`src/bomap_pkg.sv`:
```
package bomap_pkg;

	// Program memory map
	localparam logic [15:0] PM_VEC_LAST = 16'h00ff;
	localparam logic [15:0] OPT_FIRST = 16'h003c;
	localparam logic [15:0] OPT_LAST = 16'h003f;
	localparam logic [15:0] OPT_A_ADDR = 16'h003e;
	localparam logic [15:0] OPT_B_ADDR = 16'h003f;
	localparam logic [15:0] VEC_NORMAL = 16'h0100;
	localparam logic [15:0] BOOT_BASE = 16'h0100;
	localparam logic [15:0] VEC_ALT_0 = 16'h0200;
	localparam logic [15:0] VEC_ALT_1 = 16'h0300;
	localparam logic [15:0] VEC_ALT_2 = 16'h0500;
	localparam logic [15:0] VEC_ALT_3 = 16'h0900;
	localparam logic [7:0] OPT_ERASED = 8'hff;

	// Option byte field positions
	localparam int OPT_VEC_CHG_BIT = 7;
	localparam int OPT_VEC_SEL_HI = 6;
	localparam int OPT_VEC_SEL_LO = 5;
	localparam int OPT_PROT_DIS_BIT = 2;
	localparam int OPT_PROT_SZ_HI = 1;
	localparam int OPT_PROT_SZ_LO = 0;
	localparam int OPT_WAKE_NORST_BIT = 0;

	// Register file map
	localparam logic [7:0] REG_UPPER_BASE = 8'hc0;
	localparam logic [7:0] REG_BANKED_BASE = 8'he0;
	localparam logic [7:0] REG_PAGE_SEL_ADDR = 8'hdf;
	localparam logic [7:0] REG_PAGE_SEL_RST = 8'h00;
	localparam logic [3:0] PAGE_ZERO = 4'h0;
	localparam logic [3:0] REG_BANK_B_HI = 4'h9;
	localparam int REG_IDX_W = 9;
	localparam int MAPPED_BANK_A = 27;
	localparam int MAPPED_BANK_B = 12;
	localparam int MAPPED_TOTAL = 39;
	localparam int WAKE_A_W = 8;
	localparam int WAKE_B_W = 4;

	typedef enum logic [2:0] {
		S_WAIT_A = 3'h0,
		S_CAP_A = 3'h1,
		S_WAIT_B = 3'h2,
		S_CAP_B = 3'h3,
		S_RUN = 3'h4
	} bomap_state_t;

	function automatic logic [15:0] bomap_alt_vec(input logic [1:0] sel);
		case (sel)
			2'h0: bomap_alt_vec = VEC_ALT_0;
			2'h1: bomap_alt_vec = VEC_ALT_1;
			2'h2: bomap_alt_vec = VEC_ALT_2;
			default: bomap_alt_vec = VEC_ALT_3;
		endcase
	endfunction

endpackage

```
`src/bomap_regmem.sv`:
```
`timescale 1ns/1ns
module bomap_regmem #(
	parameter int AW = 9,
	parameter int DW = 8
) (
	input wire logic clk_sys, // System clock
	input wire logic [AW-1:0] addr, // Physical register index
	input wire logic we, // Write strobe
	input wire logic [DW-1:0] wdata, // Write data
	input wire logic re, // Read strobe
	output logic [DW-1:0] rdata_q // Registered read data
);
	logic [DW-1:0] mem [2**AW];

	always_ff @(posedge clk_sys) begin
		if (we) begin
			mem[addr] <= wdata;
		end
	end

	always_ff @(posedge clk_sys) begin
		if (re) begin
			rdata_q <= mem[addr];
		end
	end
endmodule

```
`src/bomap_wake_edge.sv`:
```
`timescale 1ns/1ns
module bomap_wake_edge #(
	parameter int N = 12
) (
	input wire logic clk_sys, // System clock
	input wire logic reset, // Asynchronous reset, active high
	input wire logic [N-1:0] pins, // Asynchronous wake pins
	output logic fall_q // Any falling edge seen, one cycle
);
	logic [N-1:0] sync1_q;
	logic [N-1:0] sync2_q;
	logic [N-1:0] prev_q;
	logic [N-1:0] fall_bit;

	// Pins idle high; reset to high so no edge is seen at release
	genvar i;
	generate
		for (i = 0; i < N; i++) begin : g_pin
			always_ff @(posedge clk_sys or posedge reset) begin
				if (reset) begin
					sync1_q[i] <= 1'b1;
					sync2_q[i] <= 1'b1;
					prev_q[i] <= 1'b1;
				end else begin
					sync1_q[i] <= pins[i];
					sync2_q[i] <= sync1_q[i];
					prev_q[i] <= sync2_q[i];
				end
			end
			assign fall_bit[i] = prev_q[i] & ~sync2_q[i];
		end
	endgenerate

	always_ff @(posedge clk_sys or posedge reset) begin
		if (reset) begin
			fall_q <= 1'b0;
		end else begin
			fall_q <= |fall_bit;
		end
	end
endmodule

```
`src/bomap_top.sv`:
```
// Contract
// - Program memory path is 16 bits wide.
// - Register bus is 8 bits, address and data.
// - Locations 0h-0FFh are the vector area.
// - Locations 03Ch-03Fh hold startup option bytes.
// - Only option bytes 3Eh and 3Fh matter.
// - First fetch is 0100h unless redirected.
// - Erased options give vector 100h, no protection.
// - Bit 3Eh.7 low selects the boot vector.
// - With 3Eh.7 high, select bits are ignored.
// - Boot vector 0200h/0300h/0500h/0900h, sector follows; code takes sector end from 3Eh bits 1:0, not the vector select.
// - Protection on blocks erase/program in sector.
// - Bit 3Eh.2 high turns protection off.
// - Option 3Fh.0 low: wake also resets.
// - Falling edge on wake pins wakes stop; code also needs ext_int_en high and options loaded.
// - Option 3Fh.0 high: wake without reset.
// - Upper 64 bytes: separate direct, indirect areas.
// - Direct top 32 bytes banked, lower shared.
// - Reset selects upper bank a.
// - Mapped registers: 27 bank a, 12 bank b.
// - Page select register at DFh, bank a.
// - Page select nibbles: destination high, source low.
// - Reset clears both page select nibbles.
// - Only page 0 exists; software keeps it.
`timescale 1ns/1ns
module bomap_top
	import bomap_pkg::*;
(
	input wire logic clk_sys, // System clock, 25 MHz
	input wire logic reset, // Asynchronous reset, active high
	input wire logic [15:0] cpu_fetch_addr, // Core fetch address
	output logic cpu_hold_q, // Core must wait, options loading
	output logic [15:0] reset_vector_q, // First fetch address
	output logic [15:0] flash_addr_q, // Program memory read address
	input wire logic [7:0] flash_rdata, // Program memory data, 1 cycle
	output logic vec_area_q, // Fetch falls in vector area
	output logic opt_area_q, // Fetch falls on option bytes
	input wire logic flash_op_req, // Erase or program request pulse
	input wire logic flash_op_erase, // Request is an erase
	input wire logic [15:0] flash_op_addr, // Target of the request
	output logic flash_op_en_q, // Accepted request pulse
	output logic flash_op_erase_q, // Accepted request is an erase
	output logic [15:0] flash_op_addr_q, // Accepted target
	output logic flash_op_blocked_q, // Refused request pulse
	input wire logic stop_mode, // Core is in stop mode
	input wire logic ext_int_en, // External interrupts enabled
	input wire logic [WAKE_A_W-1:0] wake_port_a, // Wake pins, port a
	input wire logic [WAKE_B_W-1:0] wake_port_b_upper, // Wake pins, port b upper
	output logic stop_release_q, // End stop mode, pulse
	output logic wake_reset_q, // Wake reset request, pulse
	input wire logic [7:0] reg_bus, // Register bus, address or data
	input wire logic reg_addr_stb, // Bus holds an address
	input wire logic reg_indirect, // Address is indirect or indexed
	input wire logic reg_wr_stb, // Bus holds write data
	input wire logic reg_rd_stb, // Read at latched address
	output logic [7:0] reg_rdata_q, // Read data
	output logic reg_rvalid_q, // Read data valid pulse
	input wire logic choose_lower_bank_instr, // Select bank a
	input wire logic choose_upper_bank_instr, // Select bank b
	output logic bank_b_q, // Bank b selected
	output logic [7:0] register_page_select_q, // Page select register
	output logic page_invalid_q // Page select holds a nonzero page
);
	import bomap_pkg::*;

	bomap_state_t state_q;
	logic [7:0] opt_a_q;
	logic [7:0] opt_b_q;
	logic [15:0] vec_d;
	logic [15:0] prot_end;
	logic prot_hit;
	logic wake_fall_q;
	logic [7:0] reg_addr_q;
	logic reg_ind_q;
	logic [REG_IDX_W-1:0] reg_idx;
	logic page_hit;
	logic rd_pend_q;
	logic rd_page_q;
	logic [7:0] mem_rdata_q;

	// Option loader: two reads of the option bytes, then release the core
	always_ff @(posedge clk_sys or posedge reset) begin
		if (reset) begin
			state_q <= S_WAIT_A;
		end else begin
			case (state_q)
				S_WAIT_A: state_q <= S_CAP_A;
				S_CAP_A: state_q <= S_WAIT_B;
				S_WAIT_B: state_q <= S_CAP_B;
				S_CAP_B: state_q <= S_RUN;
				default: state_q <= S_RUN;
			endcase
		end
	end

	always_ff @(posedge clk_sys or posedge reset) begin
		if (reset) begin
			opt_a_q <= OPT_ERASED;
			opt_b_q <= OPT_ERASED;
		end else if (state_q == S_CAP_A) begin
			opt_a_q <= flash_rdata;
		end else if (state_q == S_CAP_B) begin
			opt_b_q <= flash_rdata;
		end
	end

	always_comb begin
		if (opt_a_q[OPT_VEC_CHG_BIT]) begin
			vec_d = VEC_NORMAL;
		end else begin
			vec_d = bomap_alt_vec(opt_a_q[OPT_VEC_SEL_HI:OPT_VEC_SEL_LO]);
		end
	end

	always_ff @(posedge clk_sys or posedge reset) begin
		if (reset) begin
			cpu_hold_q <= 1'b1;
			reset_vector_q <= VEC_NORMAL;
		end else if (state_q == S_CAP_B) begin
			cpu_hold_q <= 1'b0;
			reset_vector_q <= vec_d;
		end
	end

	// Fetch address path; the first fetch after loading is the vector
	always_ff @(posedge clk_sys or posedge reset) begin
		if (reset) begin
			flash_addr_q <= OPT_A_ADDR;
		end else if (state_q == S_CAP_A) begin
			flash_addr_q <= OPT_B_ADDR;
		end else if (state_q == S_CAP_B) begin
			flash_addr_q <= vec_d;
		end else if (state_q == S_RUN) begin
			flash_addr_q <= cpu_fetch_addr;
		end
	end

	always_ff @(posedge clk_sys or posedge reset) begin
		if (reset) begin
			vec_area_q <= 1'b0;
			opt_area_q <= 1'b0;
		end else begin
			vec_area_q <= (state_q == S_RUN) && (cpu_fetch_addr <= PM_VEC_LAST);
			opt_area_q <= (state_q == S_RUN) && (cpu_fetch_addr >= OPT_FIRST)
				&& (cpu_fetch_addr <= OPT_LAST);
		end
	end

	// Boot sector guard for erase and program
	assign prot_end = bomap_alt_vec(opt_a_q[OPT_PROT_SZ_HI:OPT_PROT_SZ_LO]);
	assign prot_hit = !opt_a_q[OPT_PROT_DIS_BIT] && (flash_op_addr >= BOOT_BASE)
		&& (flash_op_addr < prot_end);

	always_ff @(posedge clk_sys or posedge reset) begin
		if (reset) begin
			flash_op_en_q <= 1'b0;
			flash_op_blocked_q <= 1'b0;
			flash_op_erase_q <= 1'b0;
			flash_op_addr_q <= 16'h0000;
		end else begin
			// Options are unknown until loaded, so refuse everything before
			flash_op_en_q <= flash_op_req && !cpu_hold_q && !prot_hit;
			flash_op_blocked_q <= flash_op_req && (cpu_hold_q || prot_hit);
			if (flash_op_req) begin
				flash_op_erase_q <= flash_op_erase;
				flash_op_addr_q <= flash_op_addr;
			end
		end
	end

	// Stop-mode wake from port a or port b upper pins
	bomap_wake_edge #(
		.N(WAKE_A_W + WAKE_B_W)
	) u_wake (
		.clk_sys(clk_sys),
		.reset(reset),
		.pins({wake_port_b_upper, wake_port_a}),
		.fall_q(wake_fall_q)
	);

	always_ff @(posedge clk_sys or posedge reset) begin
		if (reset) begin
			stop_release_q <= 1'b0;
			wake_reset_q <= 1'b0;
		end else begin
			stop_release_q <= wake_fall_q && stop_mode && ext_int_en && !cpu_hold_q;
			wake_reset_q <= wake_fall_q && stop_mode && ext_int_en && !cpu_hold_q
				&& !opt_b_q[OPT_WAKE_NORST_BIT];
		end
	end

	// Register bus: address phase latched, data phase uses it
	always_ff @(posedge clk_sys or posedge reset) begin
		if (reset) begin
			reg_addr_q <= 8'h00;
			reg_ind_q <= 1'b0;
		end else if (reg_addr_stb) begin
			reg_addr_q <= reg_bus;
			reg_ind_q <= reg_indirect;
		end
	end

	always_ff @(posedge clk_sys or posedge reset) begin
		if (reset) begin
			bank_b_q <= 1'b0;
		end else if (choose_upper_bank_instr) begin
			bank_b_q <= 1'b1;
		end else if (choose_lower_bank_instr) begin
			bank_b_q <= 1'b0;
		end
	end

	always_comb begin
		if (reg_addr_q < REG_UPPER_BASE) begin
			reg_idx = {1'b0, reg_addr_q};
		end else if (reg_ind_q) begin
			reg_idx = {1'b0, reg_addr_q};
		end else if (bank_b_q && reg_addr_q >= REG_BANKED_BASE) begin
			reg_idx = {REG_BANK_B_HI, reg_addr_q[4:0]};
		end else begin
			reg_idx = {1'b1, reg_addr_q};
		end
	end

	assign page_hit = !reg_ind_q && (reg_addr_q == REG_PAGE_SEL_ADDR);

	bomap_regmem #(
		.AW(REG_IDX_W),
		.DW(8)
	) u_mem (
		.clk_sys(clk_sys),
		.addr(reg_idx),
		.we(reg_wr_stb),
		.wdata(reg_bus),
		.re(reg_rd_stb),
		.rdata_q(mem_rdata_q)
	);

	always_ff @(posedge clk_sys or posedge reset) begin
		if (reset) begin
			register_page_select_q <= REG_PAGE_SEL_RST;
			page_invalid_q <= 1'b0;
		end else if (reg_wr_stb && page_hit) begin
			register_page_select_q <= reg_bus;
			// Only page 0 exists; any other value is flagged, addressing stays page 0
			page_invalid_q <= (reg_bus[7:4] != PAGE_ZERO) || (reg_bus[3:0] != PAGE_ZERO);
		end
	end

	always_ff @(posedge clk_sys or posedge reset) begin
		if (reset) begin
			rd_pend_q <= 1'b0;
			rd_page_q <= 1'b0;
			reg_rvalid_q <= 1'b0;
			reg_rdata_q <= 8'h00;
		end else begin
			rd_pend_q <= reg_rd_stb;
			rd_page_q <= page_hit;
			reg_rvalid_q <= rd_pend_q;
			if (rd_pend_q) begin
				reg_rdata_q <= rd_page_q ? register_page_select_q : mem_rdata_q;
			end
		end
	end
endmodule

```
`config.mk`:
```
export PLATFORM = sky130hd
export DESIGN_NAME = bomap_top
export DESIGN_NICKNAME = d
export VERILOG_FILES = /design/src/bomap_pkg.sv /design/src/bomap_regmem.sv /design/src/bomap_wake_edge.sv /design/src/bomap_top.sv
export SDC_FILE = /design/constraint.sdc
export NUM_CORES = 2
export LEC_CHECK = 0
export CAP_MARGIN = 30
export CORE_MARGIN = 8
export CORE_UTILIZATION = 65
export CTS_BUF_LIST = sky130_fd_sc_hd__clkbuf_4
export DETAILED_ROUTE_END_ITERATION = 16
export DONT_BUFFER_PORTS = 1
export PLACE_DENSITY = 0.85
export SYNTH_ARGS = -nofsm -noshare
export SYNTH_HDL_FRONTEND = slang
export SYNTH_SLANG_ARGS = --single-unit
```
`constraint.sdc`:
```
create_clock -name clk_sys -period 4.5 [get_ports clk_sys]
set_input_delay 0.9 -clock clk_sys [delete_from_list [all_inputs] [get_ports clk_sys]]
set_output_delay 0.9 -clock clk_sys [all_outputs]
set_load 0.01 [all_outputs]
```
== Word-level counts from Yosys, hierarchy flattened ==
Memories as Yosys holds them, arrays and structs flattened. A register that Yosys moved wholly into a read port is not among the register bits.
Cells that the tools add are included.

* Bits in registers: 135
* Bits in writable memories: 4,096
* Output and inout bits: 75
* Word-level logic and storage cells: 148
* Memories: 1

* $lt $le $gt $ge: 7
* Eq/ne operators: 9
* Muxes and demuxes: 15
* Bitwise gates (word level): 25
* Reductions and logical operators: 31

{| class="wikitable"
|+ Memory list
! memory !! depth !! width !! read ports !! clocked after memory_dff !! write ports !! RTL line !! RTL
|-
| u_mem.mem || 512 || 8 || 1 || 1 || 1 || bomap_regmem.sv:13 || <nowiki>logic [DW-1:0] mem [2**AW];</nowiki>
|}

{| class="wikitable"
|+ Operators by type and width
! cell !! number
|-
| $pmux W12 S3 || 2
|-
| $mux W16 || 3
|-
| $mux W9 || 2
|-
| $ge A16 B6 Y1 const B || 1
|-
| $ge A16 B9 Y1 const B || 1
|-
| $le A16 B6 Y1 const B || 1
|-
| $le A16 B8 Y1 const B || 1
|-
| $lt A16 B16 Y1 || 1
|-
| $mux W8 || 2
|-
| $logic_and A1 B1 Y1 || 15
|-
| $not A1 Y1 || 13
|-
| $and A1 B1 Y1 || 12
|-
| $mux W12 || 1
|-
| $reduce_or A12 Y1 || 1
|-
| $pmux W3 S3 || 1
|-
| $eq A8 B8 Y1 const B || 1
|-
| $ge A8 B8 Y1 const B || 1
|-
| $lt A8 B8 Y1 const B || 1
|-
| $reduce_bool A4 Y1 || 2
|-
| $eq A3 B2 Y1 const B || 2
|-
| $logic_not A1 Y1 || 5
|-
| $eq A2 B1 Y1 const B || 2
|-
| $eq A2 B2 Y1 const B || 2
|-
| $logic_not A2 Y1 || 2
|-
| 8 further kinds || 12
|}

== Logic depth before layout (Yosys ltp) ==
* Depth after elaboration: 6
* Depth in mapped cells: 12

== Modules after synthesis ==
A second synthesis with hierarchy kept.

* Cell total of the unflattened synthesis: 7,934
* Area total of the unflattened synthesis: 163,309.1 µm²

{| class="wikitable"
|+ By module, submodules not included
! module !! instances !! cells an instance !! area an instance (µm²)
|-
| bomap_regmem || 1 || 7,575 || 158,439.5
|-
| bomap_top || 1 || 305 || 3,754.9
|-
| bomap_wake_edge || 1 || 54 || 1,114.8
|}

== Least setup slack after synthesis ==
Ideal clock, no wire load.

* Path kind: register -> register
* Start: register reg_addr_q[3]
* End: memory u_mem.mem[80][0] (enable)
* Setup time: 0.370 ns
* Data arrival time: 2.360 ns
* Required time: 4.130 ns
* Path slack: 1.770 ns
* Cell stages (with the launch flop): 10
* Path buffers: 6
* Path through: dfrtp_1 -> buf_2 -> buf_2 -> buf_2 -> buf_2 -> buf_2 -> nor3b_1 -> nand2_1 -> clkbuf_1 -> nor2_1

* Cells in the longest elaborated chain, start to end: 5

{| class="wikitable"
|+ Ends and longest elaborated chain
! what !! RTL line !! RTL
|-
| start, declared || bomap_top.sv:73 || <nowiki>logic [7:0] reg_addr_q;</nowiki>
|-
| start signal, assigned || bomap_top.sv:198 || <nowiki>reg_addr_q <= reg_bus;</nowiki>
|-
| $ge A8 B8 Y1 || bomap_top.sv:218 || <nowiki>end else if (bank_b_q && reg_addr_q >= REG_BANKED_BASE) begin</nowiki>
|-
| $logic_and A1 B1 Y1 || bomap_top.sv:218 ||
|-
| $mux W8 || bomap_top.sv:218 ||
|-
| $mux W9 || bomap_top.sv:216 || <nowiki>end else if (reg_ind_q) begin</nowiki>
|-
| $mux W9 * || bomap_top.sv:214 || <nowiki>if (reg_addr_q < REG_UPPER_BASE) begin</nowiki>
|-
| end, declared || bomap_regmem.sv:13 ||
|}

Every way passes the cells marked *; elsewhere a longest branch is shown, timed or not.

== Worst setup path after layout ==
* Start: register reg_addr_q[4]
* End: register register_page_select_q[1]

* Cells in the longest elaborated chain, start to end: 3

{| class="wikitable"
|+ Ends and longest elaborated chain
! what !! RTL line !! RTL
|-
| $eq A8 B8 Y1 || bomap_top.sv:225 || <nowiki>assign page_hit = !reg_ind_q && (reg_addr_q == REG_PAGE_SEL_ADDR);</nowiki>
|-
| $logic_and A1 B1 Y1 || bomap_top.sv:225 ||
|-
| $logic_and A1 B1 Y1 || bomap_top.sv:243 || <nowiki>end else if (reg_wr_stb && page_hit) begin</nowiki>
|-
| end signal, assigned || bomap_top.sv:244 || <nowiki>register_page_select_q <= reg_bus;</nowiki>
|-
| end, declared || bomap_top.sv:61 || <nowiki>output logic [7:0] register_page_select_q,</nowiki>
|}

No other way between the ends.
A chain may end at the register's enable or synchronous reset.

==> out/qor.txt <==
status: finished, violations left
failing checks: design-rule violations, negative hold slack, max-slew violations, negative setup slack
Hold Slack: -301.4 ps
Pre-Repair DR Iteration Count: 17
Critical Path Fanout Max: 19
root buf cell: clkbuf_4
Core Area: 187200 um^2
fin nets: 6780
clk sink count: 3169
Die X: 449.1 um
Placed Cells incl. Taps: 8333
final period utilization: 102.7%
vias in the first global route: 69240
post-CTS resize count: 0
Worst-Margin Slew: 2347 ps
final hold violation count: 164
row cnt: 159
Clock Skews: 214.3 ps
final worst slack: -121.4 ps
Routed Wire Length: 354400 um
clock buffer count from CTS: 752
Netlist cell types: 65
via count: 70020
Seq/Total Area, Yosys: 77.59%
Synth area leader: edfxtp_1
CTS tree: done
IO Count: 147
CP arrival: 6020 ps
clk_lat worst skew: 1550 ps
Synth Flop Type: edfxtp_1
Seq cells post-synth: 3169
first-pass GRT wire length: 471400 um
crit end category: flip-flop
critical path class: flip-flop to flip-flop
vias per cell: 7.178
DRC violation total after the first TritonRoute iteration: 13500
Clock transition at path regs: 100 ps
CTS max path bufs: 4
EDFF count, synth: 3048
All-Layer GR Usage: 32.09%
Synth async-reset ratio: 3.818%
Pwr Density: 446.9 nW/um^2
GRT Residual Overflow: 0
Die Height: 449.1 um
Port Buf Inserts: 0
final setup violation count: 7
Tmin final: 4621 ps
FF-to-FF path depth: 7
P&R area growth vs syn: 12.83%
initial antenna violation count: 31
Layout Cells excl Fill: 9755
fmax: 0.2164 GHz
Design Area, Final: 137600 um^2
post-route ant nets: 0
max-slew violations: 286
Ys Warns: 0
Static Leak: 44.84 nW
pin count of the biggest net entering global routing: 388
Fill cells: 9522
Yosys top cell area share: 75.05%
Mapped Area: 121900 um^2
final core utilization: 73.50%
layout cells sized above 1: 32.45%
min-delay worst type: input pin to flip-flop
VDD IR max: 0.0003591 V
WL/cell: 36.33 um
max_cap viols: 0
RSZ-0062 raised after global routing: false
slew margin rel.: -56.46%
Hold Path Stages: 0
Die ar.: 201700 um^2
placer congestion estimate: 0.9163
H-tree levels: 6
dpl hpwl: 182300 um
setup TNS: -298.6 ps
Placed Area: 127000 um^2
top post-synthesis cells by area: edfxtp_1, mux4_2, dfrtp_1
CP Launch Type: flip-flop
syn_area_per_cell: 21.57 um^2
Initial Utilization: 65.14%
DRC errors left: 1
WP data required: 5900 ps
Synth Instances: 5653
## cells in the mapped netlist (4+ instances only)
cell type     n
nand3_1      20
nand4_1       5
clkbuf_1    137
a221oi_1     24
edfxtp_1   3048
or3b_2        4
a22oi_1     193
nor2_1      401
mux4_2      766
o21ai_1       8
nand2_1      98
nor3_1       20
buf_2       123
a31oi_1       7
a21oi_1     140
buf_4        51
nor4_1       19
mux2i_1     106
nand2b_1      8
or2_2         4
o41ai_1       4
and2_1        9
buf_1         9
a211oi_1     20
o221ai_1     11
nand3b_1      4
inv_1        19
dfrtp_1      71
dfstp_2      50
a22o_1       15
o22ai_1      52
mux2_2       43
a211o_1       7
buf_6        40
o21a_1        5
or4_1        10
o211ai_1      7
o21ai_0      34
nor2b_1      24
## final timing paths
| path | start | endpoint | slack [ps] |
|---|---|---|---|
| min in group asynchronous | reset | flash_addr_q[0] | 120 |
| max in group asynchronous | reset | reg_addr_q[1] | 3270 |
| max reg2reg | reg_addr_q[4] | register_page_select_q[1] | -120 |
| min | reg_bus[0] | u_mem.mem[452][0] | -300 |
| max | reg_addr_q[4] | register_page_select_q[1] | -120 |
| min reg2reg | u_wake.sync2_q[5] | u_wake.prev_q[5] | 330 |
## metal layers
metal	wire length, um	share of wire, %	track usage, %
met4	27350	7.7	18.86
met1	104800	30	39.99
met5	243	0.069	0
met2	164300	46	49.11
met3	57630	16	11.63
## per-stage QoR
| step | setup WS [ps] | power, mW |
|---|---|---|
| 2_1_floorplan | 468.6 | 36.28 |
| 3_3_place_gp | 579.0 | 37.88 |
| 3_5_place_dp | 519.7 | 38.02 |
| 4_1_cts | 367.0 | 60.49 |
| 5_1_grt | 111.2 | 62.91 |
| 6_report | -121.4 | 61.49 |
## repair_timing
item,4_1_cts,5_1_grt
setup buffers,0,0
hold buffers,93,17
hold endpoints to repair,3198,1222
## worst max-delay path, stage by stage (launching register included)
cell,delay [ps]
dfrtp_1,780
buf_4,420
buf_4,310
nand2b_2,470
nor2_1,810
nand4_2,570
mux2_2,480
dlygate4sd3_1,630
## kinds of logic (layout without fill, tap and decap cells)
logic type,count (synthesis),in the layout,synth area share [%]
AND/OR/NAND/NOR,640,640,2.265
AO/OA/AOI/OAI,544,544,2.992
XOR/XNOR,1,1,0.007183
flip-flops,3169,3169,77.59
multiplexers,915,915,15.41
other,1,267,0.003075
adder cells (fa/ha/maj),3,3,0.03078
buffers and inverters,380,1721,1.699
## state kept, by name (all words and copies together), names as in the netlist, 3 cells and up
register	cells
opt_a_q	6
u_wake.prev_q	12
register_page_select_q	8
u_wake.sync2_q	12
reg_addr_q	8
state_q	3
reset_vector_q	4
u_wake.sync1_q	12
reg_rdata_q	8
u_mem.mem	3040
flash_addr_q	16
flash_op_addr_q	16
u_mem.rdata_q	8
## layout make-up
type / count / area (um^2) / share of cell area (%)
Inverter: 20 / 77.57 / 0.05638
Clock buffer: 1073 / 8055 / 5.854
Antenna cell: 31 / 77.57 / 0.05638
Sequential cell: 3169 / 94630 / 68.78
Timing Repair Buffer: 423 / 4334 / 3.150
Clock inverter: 205 / 1057 / 0.7684
Tap cell: 2495 / 3122 / 2.269
Multi-Input combinational cell: 2339 / 26240 / 19.07
## report_power, final
group / leakage [nW] / switching (mW) / total, mW / internal [mW]
logic: 10.4 / 3.36 / 5.38 / 2.02
clock network: 5.45 / 11.8 / 23.2 / 11.4
registers: 29.0 / 0.267 / 32.9 / 32.7
## placed cells by master (no fill, tap or decap), drive strengths merged, types with 9 or more instances in the layout
cell type	instances
a22o	15
or4	10
o221ai	11
conb	236
dfstp	50
mux2	43
a211oi	20
diode	31
nor2	401
o22ai	52
edfxtp	3048
nand3	20
dfrtp	71
and2	9
clkbuf	1073
clkinv	182
inv	30
a21oi	140
a221oi	24
nand2	98
nor3	20
dlygate4sd3	95
mux4	766
bufinv	9
a22oi	193
nor2b	24
mux2i	106
nor4	19
o21ai	42
buf	328
(Power assumes the default switching activity.)
